==> src/rtl/radio_irq_pkg.sv <==
// package for the radio event logging, pin routing and oscillator control
// assumes a single 20 MHz system clock domain for all users
package radio_irq_pkg;

   // ----------------------------------------------------------------------
   // command opcodes
   // ----------------------------------------------------------------------
   localparam logic [7:0] OP_IRQ_ROUTING_CONFIG = 8'h08;
   localparam logic [7:0] OP_EVENT_LOG_READ = 8'h12;
   localparam logic [7:0] OP_EVENT_LOG_CLEAR = 8'h02;
   localparam logic [7:0] OP_OSC_SUPPLY_ASSIGN = 8'h97;
   localparam logic [7:0] OP_ANTENNA_SWITCH_ASSIGN = 8'h9D;
   localparam logic [7:0] OP_ERROR_CLEAR = 8'h07;

   // ----------------------------------------------------------------------
   // event log layout
   // ----------------------------------------------------------------------
   localparam int LOG_WIDTH = 10;
   localparam int BIT_TRANSMIT_COMPLETE = 0;
   localparam int BIT_PACKET_RECEIVED = 1;
   localparam int BIT_PREAMBLE_FOUND = 2;
   localparam int BIT_SYNC_MATCH = 3;
   localparam int BIT_HEADER_OK = 4;
   localparam int BIT_HEADER_BAD = 5;
   localparam int BIT_CHECK_FAIL = 6;
   localparam int BIT_SCAN_FINISHED = 7;
   localparam int BIT_ACTIVITY_FOUND = 8;
   localparam int BIT_TIMEOUT = 9;
   localparam logic [9:0] FSK_ONLY_SOURCES = 10'h008;
   localparam logic [9:0] CHIRP_ONLY_SOURCES = 10'h1B0;
   localparam logic [9:0] LOG_RESET = 10'h000;
   localparam logic [15:0] MASK_RESET = 16'h0000;
   localparam logic [2:0] OSC_CODE_RESET = 3'h0;
   localparam logic [23:0] OSC_DELAY_RESET = 24'h000000;

   // ----------------------------------------------------------------------
   // timing: one delay step in ps and in system clocks
   // ----------------------------------------------------------------------
   localparam int SYS_CLK_PERIOD_NS = 50;
   localparam int OSC_STEP_PS = 15625000;
   localparam int OSC_STEP_CYCLES =
      (OSC_STEP_PS + SYS_CLK_PERIOD_NS * 1000 - 1) / (SYS_CLK_PERIOD_NS * 1000);
   localparam int STEP_CNT_W = 9;
   localparam int CMD_BYTES_MAX = 9;

   // ----------------------------------------------------------------------
   // radio operating modes as reported by the mode sequencer
   // ----------------------------------------------------------------------
   typedef enum logic [2:0] {
      MODE_SLEEP, MODE_RC_STANDBY, MODE_CRYSTAL_STANDBY,
      MODE_SYNTH_READY, MODE_TRANSMIT, MODE_RECEIVE
   } radio_mode_t;

   // routing configuration carried together
   typedef struct packed {
      logic [15:0] globalEnable;
      logic [15:0] pin1Mask;
      logic [15:0] pin2Mask;
      logic [15:0] pin3Mask;
   } routing_cfg_t;

   // oscillator supply configuration
   typedef struct packed {
      logic assigned;
      logic [2:0] supplyCode;
      logic [23:0] delaySteps;
   } osc_cfg_t;

   // true when the mode needs the external oscillator powered
   function automatic logic needs_osc(radio_mode_t m);
      return (m == MODE_CRYSTAL_STANDBY) || (m == MODE_SYNTH_READY) ||
             (m == MODE_TRANSMIT) || (m == MODE_RECEIVE);
   endfunction

endpackage

==> src/rtl/osc_start_timer.sv <==
// start-up timer for the external oscillator supply
// assumes oscReq is synchronous to sys_clk and clkSeen already synchronised
`timescale 1ns/100ps
module osc_start_timer
   import radio_irq_pkg::*;
(
   // clock and reset
   input wire logic sys_clk,
   input wire logic rst,
   // control
   input wire logic oscReq,
   input wire logic [23:0] delaySteps,
   input wire logic clkSeen,
   // results
   output logic clkReady,
   output logic startErrPulse
);

   // ----------------------------------------------------------------------
   // step prescaler and step counter
   // ----------------------------------------------------------------------
   typedef enum logic [1:0] {T_OFF, T_WAIT, T_DONE} tstate_t;
   tstate_t state, next_state;
   logic [STEP_CNT_W-1:0] pre, next_pre;
   logic [23:0] steps, next_steps;
   logic next_err;
   logic errQ;

   // the clock stays gated while counting; expiry checks the clock presence
   always_comb begin
      next_state = state;
      next_pre = pre;
      next_steps = steps;
      next_err = 1'b0;
      unique case (state)
         T_OFF: begin
            next_pre = '0;
            next_steps = delaySteps;
            if (oscReq) begin
               next_state = T_WAIT;
            end
         end
         T_WAIT: begin
            if (!oscReq) begin
               next_state = T_OFF;
            end else if (steps == 24'h000000) begin
               next_state = T_DONE;
               next_err = !clkSeen;
            end else if (pre == STEP_CNT_W'(OSC_STEP_CYCLES - 1)) begin
               next_pre = '0;
               next_steps = steps - 24'h000001;
            end else begin
               next_pre = pre + STEP_CNT_W'(1);
            end
         end
         T_DONE: begin
            if (!oscReq) begin
               next_state = T_OFF;
            end
         end
      endcase
   end

   always_ff @(posedge sys_clk or posedge rst) begin
      if (rst) begin
         state <= T_OFF;
         pre <= '0;
         steps <= OSC_DELAY_RESET;
         errQ <= 1'b0;
      end else begin
         state <= next_state;
         pre <= next_pre;
         steps <= next_steps;
         errQ <= next_err;
      end
   end

   assign clkReady = (state == T_DONE);
   assign startErrPulse = errQ;

endmodule

==> src/rtl/radio_irq_pin_and_osc_ctrl.sv <==
// event log, pin routing, antenna switch and oscillator supply control
// assumes an spi slave with spiClk, spiCsN, spiMosi as async pins (mode 0)
//
// Summary of operation
// - opcode 08h then enable mask and three pin masks, msb first
// - all enable bits zero after reset; a one enables its source
// - pin high only if source enabled globally and routed to it
// - rising edge of enabled source logs flag; pins follow same cycle
// - each pin is the or of its routed flags
// - ten-bit log; upper status bits read as zero
// - bits: tx, rx, preamble, sync, hdr ok, hdr bad, crc, scan, cad, timeout
// - sync only in fsk mode; header, scan and cad only in chirp mode
// - opcode 12h, status in byte 1, log in bytes 2 and 3
// - opcode 02h then sixteen-bit clear word, msb first
// - each one in the clear word clears that flag only
// - pin stays high until all its routed flags are cleared
// - pins taken over by switch or oscillator carry no events
// - switch command byte: 0 leaves pin two as event, 1 takes it
// - switch pin high only in transmit mode
// - opcode 97h then voltage code and 24-bit delay, msb first
// - oscillator supply on in standby crystal, synth, tx, rx; hold core
// - three-bit voltage code latched and forwarded
// - wait delay times 15.625 us with oscillator clock gated
// - at the end ungate the clock and release the sequencer
// - no clock at delay end sets the start error flag
// - start error raised at cold start if supply assigned; host clears with error clear
`timescale 1ns/100ps
module radio_irq_pin_and_osc_ctrl
   import radio_irq_pkg::*;
(
   // clock and reset
   input wire logic sys_clk,
   input wire logic rst,
   // spi pins from the host
   input wire logic spiClk,
   input wire logic spiCsN,
   input wire logic spiMosi,
   output logic spiMiso,
   // radio core side
   input wire logic [9:0] eventSrc,
   input wire logic chirpMode,
   input wire radio_mode_t radioMode,
   input wire logic [7:0] chipStatus,
   input wire logic oscClkPresent,
   input wire logic coldStart,
   // event and dedicated pins
   output logic eventPinOne,
   output logic eventPinTwo,
   output logic eventPinThree,
   output logic [2:0] oscSupplyCode,
   output logic oscClkEnable,
   output logic seqHold,
   output logic oscStartError
);

   // ----------------------------------------------------------------------
   // pin synchronisers
   // ----------------------------------------------------------------------
   logic [2:0] syncA, syncB;
   logic sckPrev;
   logic sckRise, sckFall, csActive, mosiBit;

   // two flops on every pin; reset to idle levels so no false sck edge
   always_ff @(posedge sys_clk or posedge rst) begin
      if (rst) begin
         syncA <= 3'h2;
         syncB <= 3'h2;
         sckPrev <= 1'b0;
      end else begin
         syncA <= {spiClk, spiCsN, spiMosi};
         syncB <= syncA;
         sckPrev <= syncB[2];
      end
   end

   assign csActive = !syncB[1];
   assign mosiBit = syncB[0];
   assign sckRise = csActive && syncB[2] && !sckPrev;
   assign sckFall = csActive && !syncB[2] && sckPrev;

   // ----------------------------------------------------------------------
   // spi byte framing
   // ----------------------------------------------------------------------
   logic [2:0] bitCnt, next_bitCnt;
   logic [7:0] shiftIn, next_shiftIn;
   logic [3:0] byteIdx, next_byteIdx;
   logic [7:0] opcode, next_opcode;
   logic [71:0] args, next_args;
   logic byteDone;
   logic [7:0] rxByte;

   assign rxByte = {shiftIn[6:0], mosiBit};
   assign byteDone = sckRise && (bitCnt == 3'h7);

   always_comb begin
      next_bitCnt = bitCnt;
      next_shiftIn = shiftIn;
      next_byteIdx = byteIdx;
      next_opcode = opcode;
      next_args = args;
      if (!csActive) begin
         next_bitCnt = 3'h0;
         next_byteIdx = 4'h0;
      end else if (sckRise) begin
         next_bitCnt = bitCnt + 3'h1;
         next_shiftIn = rxByte;
         if (bitCnt == 3'h7) begin
            if (byteIdx == 4'h0) begin
               next_opcode = rxByte;
            end else begin
               next_args = {args[63:0], rxByte}; // msb first
            end
            if (byteIdx != 4'(CMD_BYTES_MAX)) begin
               next_byteIdx = byteIdx + 4'h1;
            end
         end
      end
   end

   always_ff @(posedge sys_clk or posedge rst) begin
      if (rst) begin
         bitCnt <= 3'h0;
         shiftIn <= 8'h00;
         byteIdx <= 4'h0;
         opcode <= 8'h00;
         args <= '0;
      end else begin
         bitCnt <= next_bitCnt;
         shiftIn <= next_shiftIn;
         byteIdx <= next_byteIdx;
         opcode <= next_opcode;
         args <= next_args;
      end
   end

   // the command acts once its last argument byte lands, not at deselect
   logic cmdRouting, cmdClear, cmdOsc, cmdSwitch, cmdErrClr;
   assign cmdRouting = byteDone && opcode == OP_IRQ_ROUTING_CONFIG &&
      byteIdx == 4'h8;
   assign cmdClear = byteDone && opcode == OP_EVENT_LOG_CLEAR &&
      byteIdx == 4'h2;
   assign cmdOsc = byteDone && opcode == OP_OSC_SUPPLY_ASSIGN &&
      byteIdx == 4'h4;
   assign cmdSwitch = byteDone && opcode == OP_ANTENNA_SWITCH_ASSIGN &&
      byteIdx == 4'h1;
   assign cmdErrClr = byteDone && byteIdx == 4'h0 && rxByte == OP_ERROR_CLEAR;

   // ----------------------------------------------------------------------
   // configuration state
   // ----------------------------------------------------------------------
   routing_cfg_t routeCfg, next_routeCfg;
   osc_cfg_t oscCfg, next_oscCfg;
   logic switchMode, next_switchMode;

   always_comb begin
      next_routeCfg = routeCfg;
      next_oscCfg = oscCfg;
      next_switchMode = switchMode;
      if (cmdRouting) begin
         next_routeCfg = {args[55:0], rxByte};
      end
      if (cmdOsc) begin
         next_oscCfg.assigned = 1'b1;
         next_oscCfg.supplyCode = args[18:16];
         next_oscCfg.delaySteps = {args[15:0], rxByte};
      end
      if (cmdSwitch) begin
         next_switchMode = rxByte[0];
      end
   end

   always_ff @(posedge sys_clk or posedge rst) begin
      if (rst) begin
         routeCfg <= {MASK_RESET, MASK_RESET, MASK_RESET, MASK_RESET};
         oscCfg <= {1'b0, OSC_CODE_RESET, OSC_DELAY_RESET};
         switchMode <= 1'b0;
      end else begin
         routeCfg <= next_routeCfg;
         oscCfg <= next_oscCfg;
         switchMode <= next_switchMode;
      end
   end

   // ----------------------------------------------------------------------
   // event log
   // ----------------------------------------------------------------------
   logic [9:0] srcPrev, eventLog, next_eventLog;
   logic [9:0] modeAllowed, setMask, clrMask;

   // sources bound to one packet mode are blocked in the other
   assign modeAllowed = chirpMode ? ~FSK_ONLY_SOURCES : ~CHIRP_ONLY_SOURCES;
   assign setMask = eventSrc & ~srcPrev & modeAllowed &
      routeCfg.globalEnable[9:0];
   assign clrMask = cmdClear ? {args[1:0], rxByte} : 10'h000;

   // set applied after clear so a coincident event survives
   always_comb begin
      next_eventLog = (eventLog & ~clrMask) | setMask;
   end

   always_ff @(posedge sys_clk or posedge rst) begin
      if (rst) begin
         eventLog <= LOG_RESET;
         srcPrev <= 10'h000;
      end else begin
         eventLog <= next_eventLog;
         srcPrev <= eventSrc;
      end
   end

   // ----------------------------------------------------------------------
   // status read shifter
   // ----------------------------------------------------------------------
   logic [23:0] readShift, next_readShift;
   logic next_miso;

   // load on opcode, then shift out on each falling edge
   always_comb begin
      next_readShift = readShift;
      next_miso = spiMiso;
      if (!csActive) begin
         next_miso = 1'b0;
      end else if (byteDone && byteIdx == 4'h0 &&
            rxByte == OP_EVENT_LOG_READ) begin
         next_readShift = {chipStatus, 6'h00, eventLog};
      end else if (sckFall && byteIdx != 4'h0) begin
         next_miso = readShift[23];
         next_readShift = {readShift[22:0], 1'b0};
      end
   end

   always_ff @(posedge sys_clk or posedge rst) begin
      if (rst) begin
         readShift <= 24'h000000;
         spiMiso <= 1'b0;
      end else begin
         readShift <= next_readShift;
         spiMiso <= next_miso;
      end
   end

   // ----------------------------------------------------------------------
   // oscillator supply and start-up
   // ----------------------------------------------------------------------
   logic [1:0] clkSync;
   logic oscReq, clkReady, errPulse, startErr, next_startErr;

   always_ff @(posedge sys_clk or posedge rst) begin
      if (rst) begin
         clkSync <= 2'b00;
      end else begin
         clkSync <= {clkSync[0], oscClkPresent};
      end
   end

   assign oscReq = oscCfg.assigned && needs_osc(radioMode);

   osc_start_timer timer (
      .sys_clk(sys_clk),
      .rst(rst),
      .oscReq(oscReq),
      .delaySteps(oscCfg.delaySteps),
      .clkSeen(clkSync[1]),
      .clkReady(clkReady),
      .startErrPulse(errPulse)
   );

   // set wins over the host clear; cold start raises it too while the supply is assigned
   always_comb begin
      next_startErr = startErr;
      if (cmdErrClr) begin
         next_startErr = 1'b0;
      end
      if (errPulse || (coldStart && oscCfg.assigned)) begin
         next_startErr = 1'b1;
      end
   end

   always_ff @(posedge sys_clk or posedge rst) begin
      if (rst) begin
         startErr <= 1'b0;
      end else begin
         startErr <= next_startErr;
      end
   end

   // ----------------------------------------------------------------------
   // pin outputs
   // ----------------------------------------------------------------------
   logic [9:0] live;
   assign live = eventLog & routeCfg.globalEnable[9:0];
   assign eventPinOne = |(live & routeCfg.pin1Mask[9:0]);
   assign eventPinTwo = switchMode ? (radioMode == MODE_TRANSMIT)
      : |(live & routeCfg.pin2Mask[9:0]);
   assign eventPinThree = oscCfg.assigned ? oscReq
      : |(live & routeCfg.pin3Mask[9:0]);
   assign oscSupplyCode = oscCfg.supplyCode;
   assign oscClkEnable = !oscCfg.assigned || clkReady;
   assign seqHold = oscReq && !clkReady;
   assign oscStartError = startErr;

endmodule

==> config.mk <==
export PLATFORM = sky130hd
export DESIGN_NAME = radio_irq_pin_and_osc_ctrl
export DESIGN_NICKNAME = d
export VERILOG_FILES = /design/src/rtl/radio_irq_pkg.sv /design/src/rtl/osc_start_timer.sv /design/src/rtl/radio_irq_pin_and_osc_ctrl.sv
export SDC_FILE = /design/constraint.sdc
export NUM_CORES = 1
export LEC_CHECK = 0
export BUFFER_PORTS_ARGS = -buffer_cell sky130_fd_sc_hd__buf_2
export CORE_MARGIN = 10
export CORE_UTILIZATION = 43
export CTS_CLUSTER_DIAMETER = 30
export CTS_CLUSTER_SIZE = 40
export DETAILED_ROUTE_END_ITERATION = 8
export PLACE_DENSITY = 0.68
export SYNTH_ARGS = -nofsm -noshare
export SYNTH_HDL_FRONTEND = slang
export SYNTH_SLANG_ARGS = --single-unit
==> constraint.sdc <==
create_clock -name sys_clk -period 6.92 [get_ports sys_clk]
set_clock_uncertainty 0.1 [all_clocks]
set_input_delay 0.346 -clock sys_clk [delete_from_list [all_inputs] [get_ports sys_clk]]
set_output_delay 0.346 -clock sys_clk [all_outputs]
set_load 0.03 [all_outputs]
=== Word-level counts from Yosys, hierarchy flattened ===
Cells that the tools add are included.

* Register bits: 232
* Logic and storage cells: 156
* Input port bits: 29

* Equality and inequality tests: 26
* Bitwise gates (word level): 13
* $add $sub $neg: 4
* Reduce and logical (&&, ||, !) cells: 54
* Muxes and demuxes: 33

{| class="wikitable"
|+ Operator list
! operator !! count
|-
| 24-bit 2-to-1 mux || 5
|-
| 10-bit bitwise AND || 8
|-
| 24-bit case mux with 2 select lines || 1
|-
| 9-bit 2-to-1 mux || 4
|-
| 10-bit OR reduction || 3
|-
| 24-bit logical NOT || 1
|-
| 24-bit by 1-bit subtractor with 24-bit output, second input constant || 1
|-
| 1-bit logical AND || 20
|-
| 10-bit NOT || 2
|-
| 9-bit case mux with 2 select lines || 1
|-
| 8-bit equality test, second input constant || 2
|-
| 4-bit 2-to-1 mux || 4
|-
| 2-bit nonzero test || 7
|-
| 4-bit AND reduction || 3
|-
| 1-bit 2-to-1 mux || 10
|-
| 10-bit 2-to-1 mux || 1
|-
| 2-bit inequality test, second input constant || 5
|-
| 10-bit OR || 1
|-
| 9-bit by 1-bit adder with 9-bit output, second input constant || 1
|-
| 3-bit equality test, second input constant || 3
|-
| 9-bit equality test, second input constant || 1
|-
| 3-bit AND reduction || 3
|-
| 8-bit by 2-bit equality test with 1-bit output, second input constant || 1
|-
| 8-bit by 3-bit equality test with 1-bit output, second input constant || 1
|-
| 24 further kinds || 41
|}

=== Logic depth before layout (Yosys ltp) ===
Gate-level depths: netlist of run 1.

* Word-level depth: 10
* Mapped depth: 9

=== Modules after synthesis ===
From an unflattened synthesis of run 1, not the netlist that was laid out.

* Cells, all modules: 824
* Area, all modules: 10177.3 sq um

{| class="wikitable"
|+ By module, submodules not included
! module !! seq. area each (sq um) !! cells an instance !! times used !! area an instance (sq um)
|-
| radio_irq_pin_and_osc_ctrl || 4907.2 || 566 || 1 || 7952.6
|-
| osc_start_timer || 900.9 || 258 || 1 || 2224.6
|}

=== Least setup slack after synthesis of run 1 ===
OpenSTA, ideal clock, no wires.

* Path kind: register -> register
* From: reg timer.steps[0]
* To: reg timer.steps[18]
* Data required time: 6.699 ns
* Setup slack: 4.683 ns
* Buffers on the path: 0
* Arrival: 2.015 ns
* Library setup time: 0.121 ns
* Stages on the path, launching flop included: 8
* Path through: dfrtp_1 -> inv_1 -> ha_1 -> or3b_2 -> nor4_1 -> and3_1 -> a31oi_1 -> o22a_1

* Word-level cells in the longest chain between the ends: 5

{| class="wikitable"
|+ Ends and longest elaborated chain
! item !! line !! text
|-
| from (decl) || osc_start_timer.sv:25 || <nowiki>logic [23:0] steps, next_steps;</nowiki>
|-
| from (signal assigned) || osc_start_timer.sv:73 || <nowiki>steps <= next_steps;</nowiki>
|-
| 24-bit by 1-bit subtractor with 24-bit output || osc_start_timer.sv:51 || <nowiki>next_steps = steps - 24'h000001;</nowiki>
|-
| 24-bit 2-to-1 mux || osc_start_timer.sv:49 || <nowiki>end else if (pre == STEP_CNT_W'(OSC_STEP_CYCLES - 1)) begin</nowiki>
|-
| 24-bit 2-to-1 mux || osc_start_timer.sv:46 || <nowiki>end else if (steps == 24'h000000) begin</nowiki>
|-
| 24-bit 2-to-1 mux || osc_start_timer.sv:44 || <nowiki>if (!oscReq) begin</nowiki>
|-
| 24-bit case mux with 2 select lines || osc_start_timer.sv:35 || <nowiki>unique case (state)</nowiki>
|}

Parallel ways exist; a longest one is shown, timed or not. The select of a mux whose other input is x is not followed.
A chain may end at the register's enable or synchronous reset.

=== Worst setup path after layout of run 1 ===
* From: reg syncB[1]
* To: reg readShift[23]

* Word-level cells in the longest chain between the ends: 8

{| class="wikitable"
|+ Ends and longest elaborated chain
! item !! line !! text
|-
| from (decl) || radio_irq_pin_and_osc_ctrl.sv:59 || <nowiki>logic [2:0] syncA, syncB;</nowiki>
|-
| from (signal assigned) || radio_irq_pin_and_osc_ctrl.sv:71 || <nowiki>syncB <= syncA;</nowiki>
|-
| 1-bit logical NOT || radio_irq_pin_and_osc_ctrl.sv:76 || <nowiki>assign csActive = !syncB[1];</nowiki>
|-
| 1-bit logical AND (2 in series) || radio_irq_pin_and_osc_ctrl.sv:78 || <nowiki>assign sckRise = csActive && syncB[2] && !sckPrev;</nowiki>
|-
| 1-bit logical AND || radio_irq_pin_and_osc_ctrl.sv:93 || <nowiki>assign byteDone = sckRise && (bitCnt == 3'h7);</nowiki>
|-
| 1-bit logical AND (2 in series) || radio_irq_pin_and_osc_ctrl.sv:223 || <nowiki>end else if (byteDone && byteIdx == 4'h0 &&</nowiki>
|-
| 2-bit nonzero test (no source line) || - ||
|-
| 2-bit AND reduction (no source line) || - ||
|-
| to (signal assigned) || radio_irq_pin_and_osc_ctrl.sv:237 || <nowiki>readShift <= next_readShift;</nowiki>
|-
| to (decl) || radio_irq_pin_and_osc_ctrl.sv:214 || <nowiki>logic [23:0] readShift, next_readShift;</nowiki>
|}

Parallel ways exist; a longest one is shown, timed or not.

==> results of run 1 <==
==> cell usage in the layout (no fill, tap or decap), types with 6 or more instances in the layout <==
master	synthesis	routed
dfrtp_1	230	230
mux2_2	128	128
nand2_1	55	55
nor2_1	46	46
clkbuf_16	0	44
a21oi_1	41	41
nand3_1	40	40
buf_2	18	38
o21ai_0	35	35
dlygate4sd3_1	0	23
mux2i_1	21	21
inv_1	17	16
ha_1	13	13
nor3_1	12	11
buf_4	3	11
nor4_1	9	9
o31ai_1	8	8
nor2b_1	8	8
nand4_1	8	8
o2bb2ai_1	7	7
a31oi_1	7	7
or3_1	7	7
bufinv_16	0	7
o22a_1	6	6
a32o_1	6	6
a32oi_1	6	6
nand2b_1	6	6
clkinvlp_4	0	6
==> layer usage <==
layer	track usage, %	vias to the layer above	share of wire (%)
met4	5.64	0	2.1
met3	3.53	37	4.8
li1	-	3218	-
met5	0	-	0
met2	23.6	152	47
met1	20.4	3536	46
==> registers in the layout, summed over array words and instances (netlist names) <==
name	cells
args	50
bitCnt	3
byteIdx	4
clkSync	2
eventLog	10
opcode	8
oscCfg	25
oscStartError	1
oscSupplyCode	3
readShift	24
routeCfg	40
sckPrev	1
shiftIn	7
spiMiso	1
srcPrev	10
switchMode	1
syncA	3
syncB	3
timer.pre	9
timer.startErrPulse	1
timer.state	2
timer.steps	24
==> what timing repair did <==
action,in CTS,in global routing
hold endpoints to repair,127,0
resized for setup,0,0
hold buffers,23,0
==> area by class of cell <==
class                   count  area, µm²  share of cell area [%]
flip-flops and latches    232       5810                    46.8
multi-input cells         547       4080                    32.8
clock buffers              50       1150                    9.29
repair buffers             72        503                    4.05
clock inverters            29        408                    3.28
well taps                 319        399                    3.21
inverters                  17       71.3                   0.574
==> worst max-delay path by stage <==
stage / start / end / slack, ns / cells after the start
after floorplan: rst / args[0]$_DFFE_PP0P_ / 0.12 / 1
after global placement: syncB[1]$_DFF_PP1_ / readShift[0]$_DFFE_PP0P_ / 3.88 / 6
after detailed placement: syncB[1]$_DFF_PP1_ / readShift[8]$_DFFE_PP0P_ / 3.79 / 6
after CTS: syncB[1]$_DFF_PP1_ / readShift[0]$_DFFE_PP0P_ / 3.74 / 6
after global routing: syncB[1]$_DFF_PP1_ / readShift[23]$_DFFE_PP0P_ / 3.41 / 6
final: syncB[1]$_DFF_PP1_ / readShift[23]$_DFFE_PP0P_ / 3.74 / 6
==> cell families (layout without fill, tap and decap cells) <==
group           after synthesis  in the layout  synth area share, %
fa+ha+maj                    13             13                 1.61
xor+xnor                      5              5                0.433
buf+inv                      60            168                 2.56
flops                       232            232                 57.4
simple gates                224            224                 11.3
mux                         152            152                 16.7
compound gates              153            153                 10.1
==> worst register-to-register path, stage by stage (launching register included) <==
cell	delay [ns]
dfstp_2	0.44
nor3b_2	0.83
nand4_1	0.64
or3_1	0.53
buf_4	0.27
nor2_1	0.19
a21oi_1	0.06
==> through the flow <==
stage	total power, µW	instances
after global placement	1540	1164
after CTS	3790	1266
after global routing	3870	1266
after floorplan	1480	839
after detailed placement	1550	1164
final	3760	1266
==> power breakdown <==
part           internal, µW  switching, µW
combinational          36.4           45.3
sequential             1380           67.0
clock                  1480            748
==> reports/summary.txt, run 1 <==
Outcome: complete, no violations
Worst R2R Setup Slack: 3.74 ns
Top cell type's share of synthesized area: 56.9%
Antenna-violating nets left: 0
Reg2reg end: readShift[23]$_DFFE_PP0P_
WP data required: 7.23 ns
I/O pins: 39
R2R Path Start: syncB[1]$_DFF_PP1_
Crit path cell chain: nor3b_2, nand4_1, or3_1, buf_4, nor2_1, a21oi_1
Pleak: 0.00584 µW
Post-Syn Nets: 881
Initial antenna violation count: 0
DR WL/cell: 18.1 µm
Worst skew pair latency: 0.55 ns
Crit-path slowest cell: nor3b_2
Post-route clock period utilization: 46.0%
Setup Viol. Count Final: 0
First DRT Iteration DRCs: 586
Pin count of the biggest net entering global routing: 98
Vias in the first global route: 7106
Crit end category: register
Num rows: 56
Setup crit start kind: register
Total track usage: 15.2%
Post-Layout Inst Area: 12400 µm²
Die W: 173 µm
DRT Pass-1 Iters: 5
CTS Sinks: 232
Crit path largest cell delay: 0.83 ns
Tmin final: 3.18 ns
Drt via density: 5.48
Via count: 6943
Hold Crit Endpoint: oscStartError$_DFFE_PP0P_
Cts bufs inserted: 44
Number of port buffers: 38
Seq cells post-synth: 232
Routability congestion estimate from global placement: 0.813
Clock root buffer: clkbuf_16
Effective utilization at floorplan: 43.4%
Cells after Synth: 839
Post-Route Setup TNS: 0 ns
Family with the most delay on the worst path: simple AND/OR/NAND/NOR gates
WL final: 22900 µm
Dominant cell by count in the synthesized netlist: dfrtp_1
DRC: 0
Setup ws final: 3.74 ns
Layout net count: 956
Setup CP Type: register to register
Min-delay worst type: input port to register
Die ar.: 30100 µm²
# fillers: 1924
Clock Pin Slew Worst Setup and Hold Paths: 0.06 ns
VDD IR max: 0.189 mV
CTS H-tree depth: 2
WP buf/inv: 1
Hold_ws: 0.0558 ns
Leading area contributor after synthesis: dfrtp_1
Crit Path Max Fanout: 42
Layout cells sized above 1: 28.6%
GR Overflow Total: 0
DP HPWL: 14200 µm
Slew Limit Fails: 0
Async set-reset flop share out of synthesis: 100%
Max-Cap Viols: 0
Max-slew headroom: 32.8%
EDFF count, synth: 0
Synth area leaders: dfrtp_1, mux2_2, mux2i_1, nand2_1, a21oi_1
Placed inst area: 10600 µm²
Diodes inserted: 0
Dpl ws: 3.79 ns
Post-layout util: 53.2%
Die H: 173 µm
Seq/Total Area, Yosys: 57.4%
Clock buffer depth: 3
Hold_sp: coldStart
Syn-to-layout area delta: 22.8%
Fmax achieved: 314 MHz
Yosys Warn Count: 0
RSZ-0062 raised after global routing: false
PwrDens: 303 nW/µm²
CTS tree: done
R2R depth: 6
Prevailing post-synth register cell: dfrtp_1
Post-CTS setup buffers: 0
Slew @ Worst Pin: 1.00 ns
Syn Area/Cell: 12.1 µm²
WP data arrival: 3.49 ns
Worst hold stages: 3
Cell Area, Synth: 10100 µm²
Synth cell count leaders: dfrtp_1, mux2_2, nand2_1
Fin. Hold Viols: 0
Synth cell types: 63
Core area: 23300 µm²
First-pass GRT wire length: 38000 µm
(Power assumes the default switching activity.)
==> run 2: changes to the inputs <==
==> constraint.sdc (replaced) <==
create_clock -name sys_clk -period 2.7 [get_ports sys_clk]
set_clock_uncertainty 0.1 [all_clocks]
set_input_delay 0.135 -clock sys_clk [delete_from_list [all_inputs] [get_ports sys_clk]]
set_output_delay 0.135 -clock sys_clk [all_outputs]
set_load 0.03 [all_outputs]
==> reports/summary.txt, run 2 (synthesis gave the netlist of run 1 again) <==
Outcome: complete, no violations
DRT Pass-1 Iters: 7
Most common cell after layout, fill and taps aside: dfrtp_1
Most flop-heavy register: args
Area of the multi-input gates: 4080 µm²
WP buf/inv: 3
Crit path cell chain: inv_1, ha_1, inv_1, o31ai_1, o21ai_1, buf_4, or4b_2, nand2_1
PwrDens: 760 nW/µm²
First DRT Iteration DRCs: 632
GR Overflow Total: 0
DRC: 0
# fillers: 1907
WL final: 22700 µm
Crit end category: register
Hold_ws: 0.0242 ns
Clock buffer depth: 3
Setup Viol. Count Final: 0
WP data required: 3.07 ns
Post-route clock period utilization: 91.0%
Pin count of the biggest net entering global routing: 95
Most frequent CP cell: inv_1
Fmax achieved: 407 MHz
Worst skew pair latency: 0.53 ns
VDD IR max: 0.478 mV
Pleak: 0.00596 µW
Tmin final: 2.46 ns
Number of port buffers: 38
Largest register FFs: 50
Effective utilization at floorplan: 43.4%
CTS tree: done
Initial antenna violation count: 0
Max-slew headroom: 57.2%
First-pass GRT wire length: 38200 µm
Via count: 7039
Antenna-violating nets left: 0
I/O pins: 39
Setup CP Type: register to register
Crit Path Max Fanout: 16
Num rows: 56
Dpl ws: 0.242 ns
Clock Pin Slew Worst Setup and Hold Paths: 0.05 ns
Die H: 173 µm
Setup crit start kind: register
Clock root buffer: clkbuf_16
Diodes inserted: 0
Syn-to-layout area delta: 25.1%
Cts bufs inserted: 44
Reg area: 5810 µm²
Slew @ Worst Pin: 0.636 ns
Die ar.: 30100 µm²
CTS H-tree depth: 2
Die W: 173 µm
CTS Sinks: 232
Layout net count: 975
Family with the most delay on the worst path: simple AND/OR/NAND/NOR gates
Finished Layout Cells: 1288
Crit-path slowest cell: or4b_2
Layout cells sized above 1: 30.1%
Crit path largest cell delay: 0.63 ns
Routability congestion estimate from global placement: 0.855
DR WL/cell: 17.6 µm
DP HPWL: 14300 µm
Min-delay worst type: input port to register
Slew Limit Fails: 0
Vias in the first global route: 7150
RSZ-0062 raised after global routing: false
Core area: 23300 µm²
WP data arrival: 2.83 ns
Top Registers: args x50, routeCfg x40, oscCfg x25
Drt via density: 5.47
Total track usage: 15.3%
Setup ws final: 0.242 ns
Max-Cap Viols: 0
DP Cell Count: 1181
Commonest cells after routing, fill and taps aside: dfrtp_1, mux2_2, nand2_1, nor2_1, clkbuf_16
Fin. Hold Viols: 0
[run 2: changes by cell type in the layout (fill, tap and decap cells not counted), moves of 2 or more]
| cell | delta |
|---|---|
| buf_4 | +12 |
| buf_12 | +5 |
| clkinv_8 | +4 |
| bufinv_16 | -3 |
| inv_6 | +3 |
| clkbuf_16 | +2 |
| clkinv_2 | -2 |
| dlygate4sd3_1 | +2 |
[run 2: worst paths after layout]
kind                                            start                    endpoint  slack [ns]  depth (start not counted)
max                        timer.state[1]$_DFFE_PP0P_    timer.pre[2]$_DFFE_PP0P_        0.24                          8
min                                      radioMode[2]  timer.state[1]$_DFFE_PP0P_        0.02                          4
max reg2reg                timer.state[1]$_DFFE_PP0P_    timer.pre[2]$_DFFE_PP0P_        0.24                          8
min reg2reg                        syncA[0]$_DFF_PP0_          syncB[0]$_DFF_PP0_        0.24                          0
max in group asynchronous                         rst   readShift[10]$_DFFE_PP0P_        1.67                          5
min in group asynchronous                         rst      shiftIn[4]$_DFFE_PP0P_        0.23                          4
[run 2: what timing repair did]
item                                   in CTS  in global routing
endpoints found under the hold margin     234                  0
setup buffers                               0                  0
hold buffers                               25                  0
gates resized for setup                     0                  1
setup endpoints to repair                   0                  3
[run 2: layout make-up]
cell class	count	share of cell area [%]
clock buffers	53	9.62
clock inverters	29	2.95
inverters	17	0.534
multi-input cells	547	32.2
flip-flops and latches	232	45.9
well taps	319	3.15
repair buffers	91	5.63
[run 2: metal layers]
metal	GRT usage (%)	share of wire, %
met5	0	0
met4	4.92	1.8
met3	3.09	4.9
met2	24.2	48
met1	20.6	45
[run 2: through the flow]
| stage | instance area [µm²] | util [%] | TNS (ns) | power [µW] |
|---|---|---|---|---|
| 5_1_grt | 12700 | 54.3 | 0 | 9920 |
| 6_report | 12700 | 54.3 | 0 | 9620 |
| 3_3_place_gp | 10800 | 46.4 | 0 | 3960 |
| 3_5_place_dp | 10800 | 46.4 | 0 | 3960 |
| 2_1_floorplan | 10100 | - | -130.94 | 3800 |
| 4_1_cts | 12700 | 54.3 | 0 | 9710 |
[run 2: power breakdown]
part	total (µW)	internal, µW	switching [µW]
logic	253	113	140
registers	3680	3550	135
clock network	5680	3700	1980
[run 2: worst min-delay path: cells and delay by family]
family / cells / cell delay, ns
xor+xnor: 1 / 0.09
simple gates: 1 / 0.19
buf+inv: 1 / 0.11
compound gates: 1 / 0.09
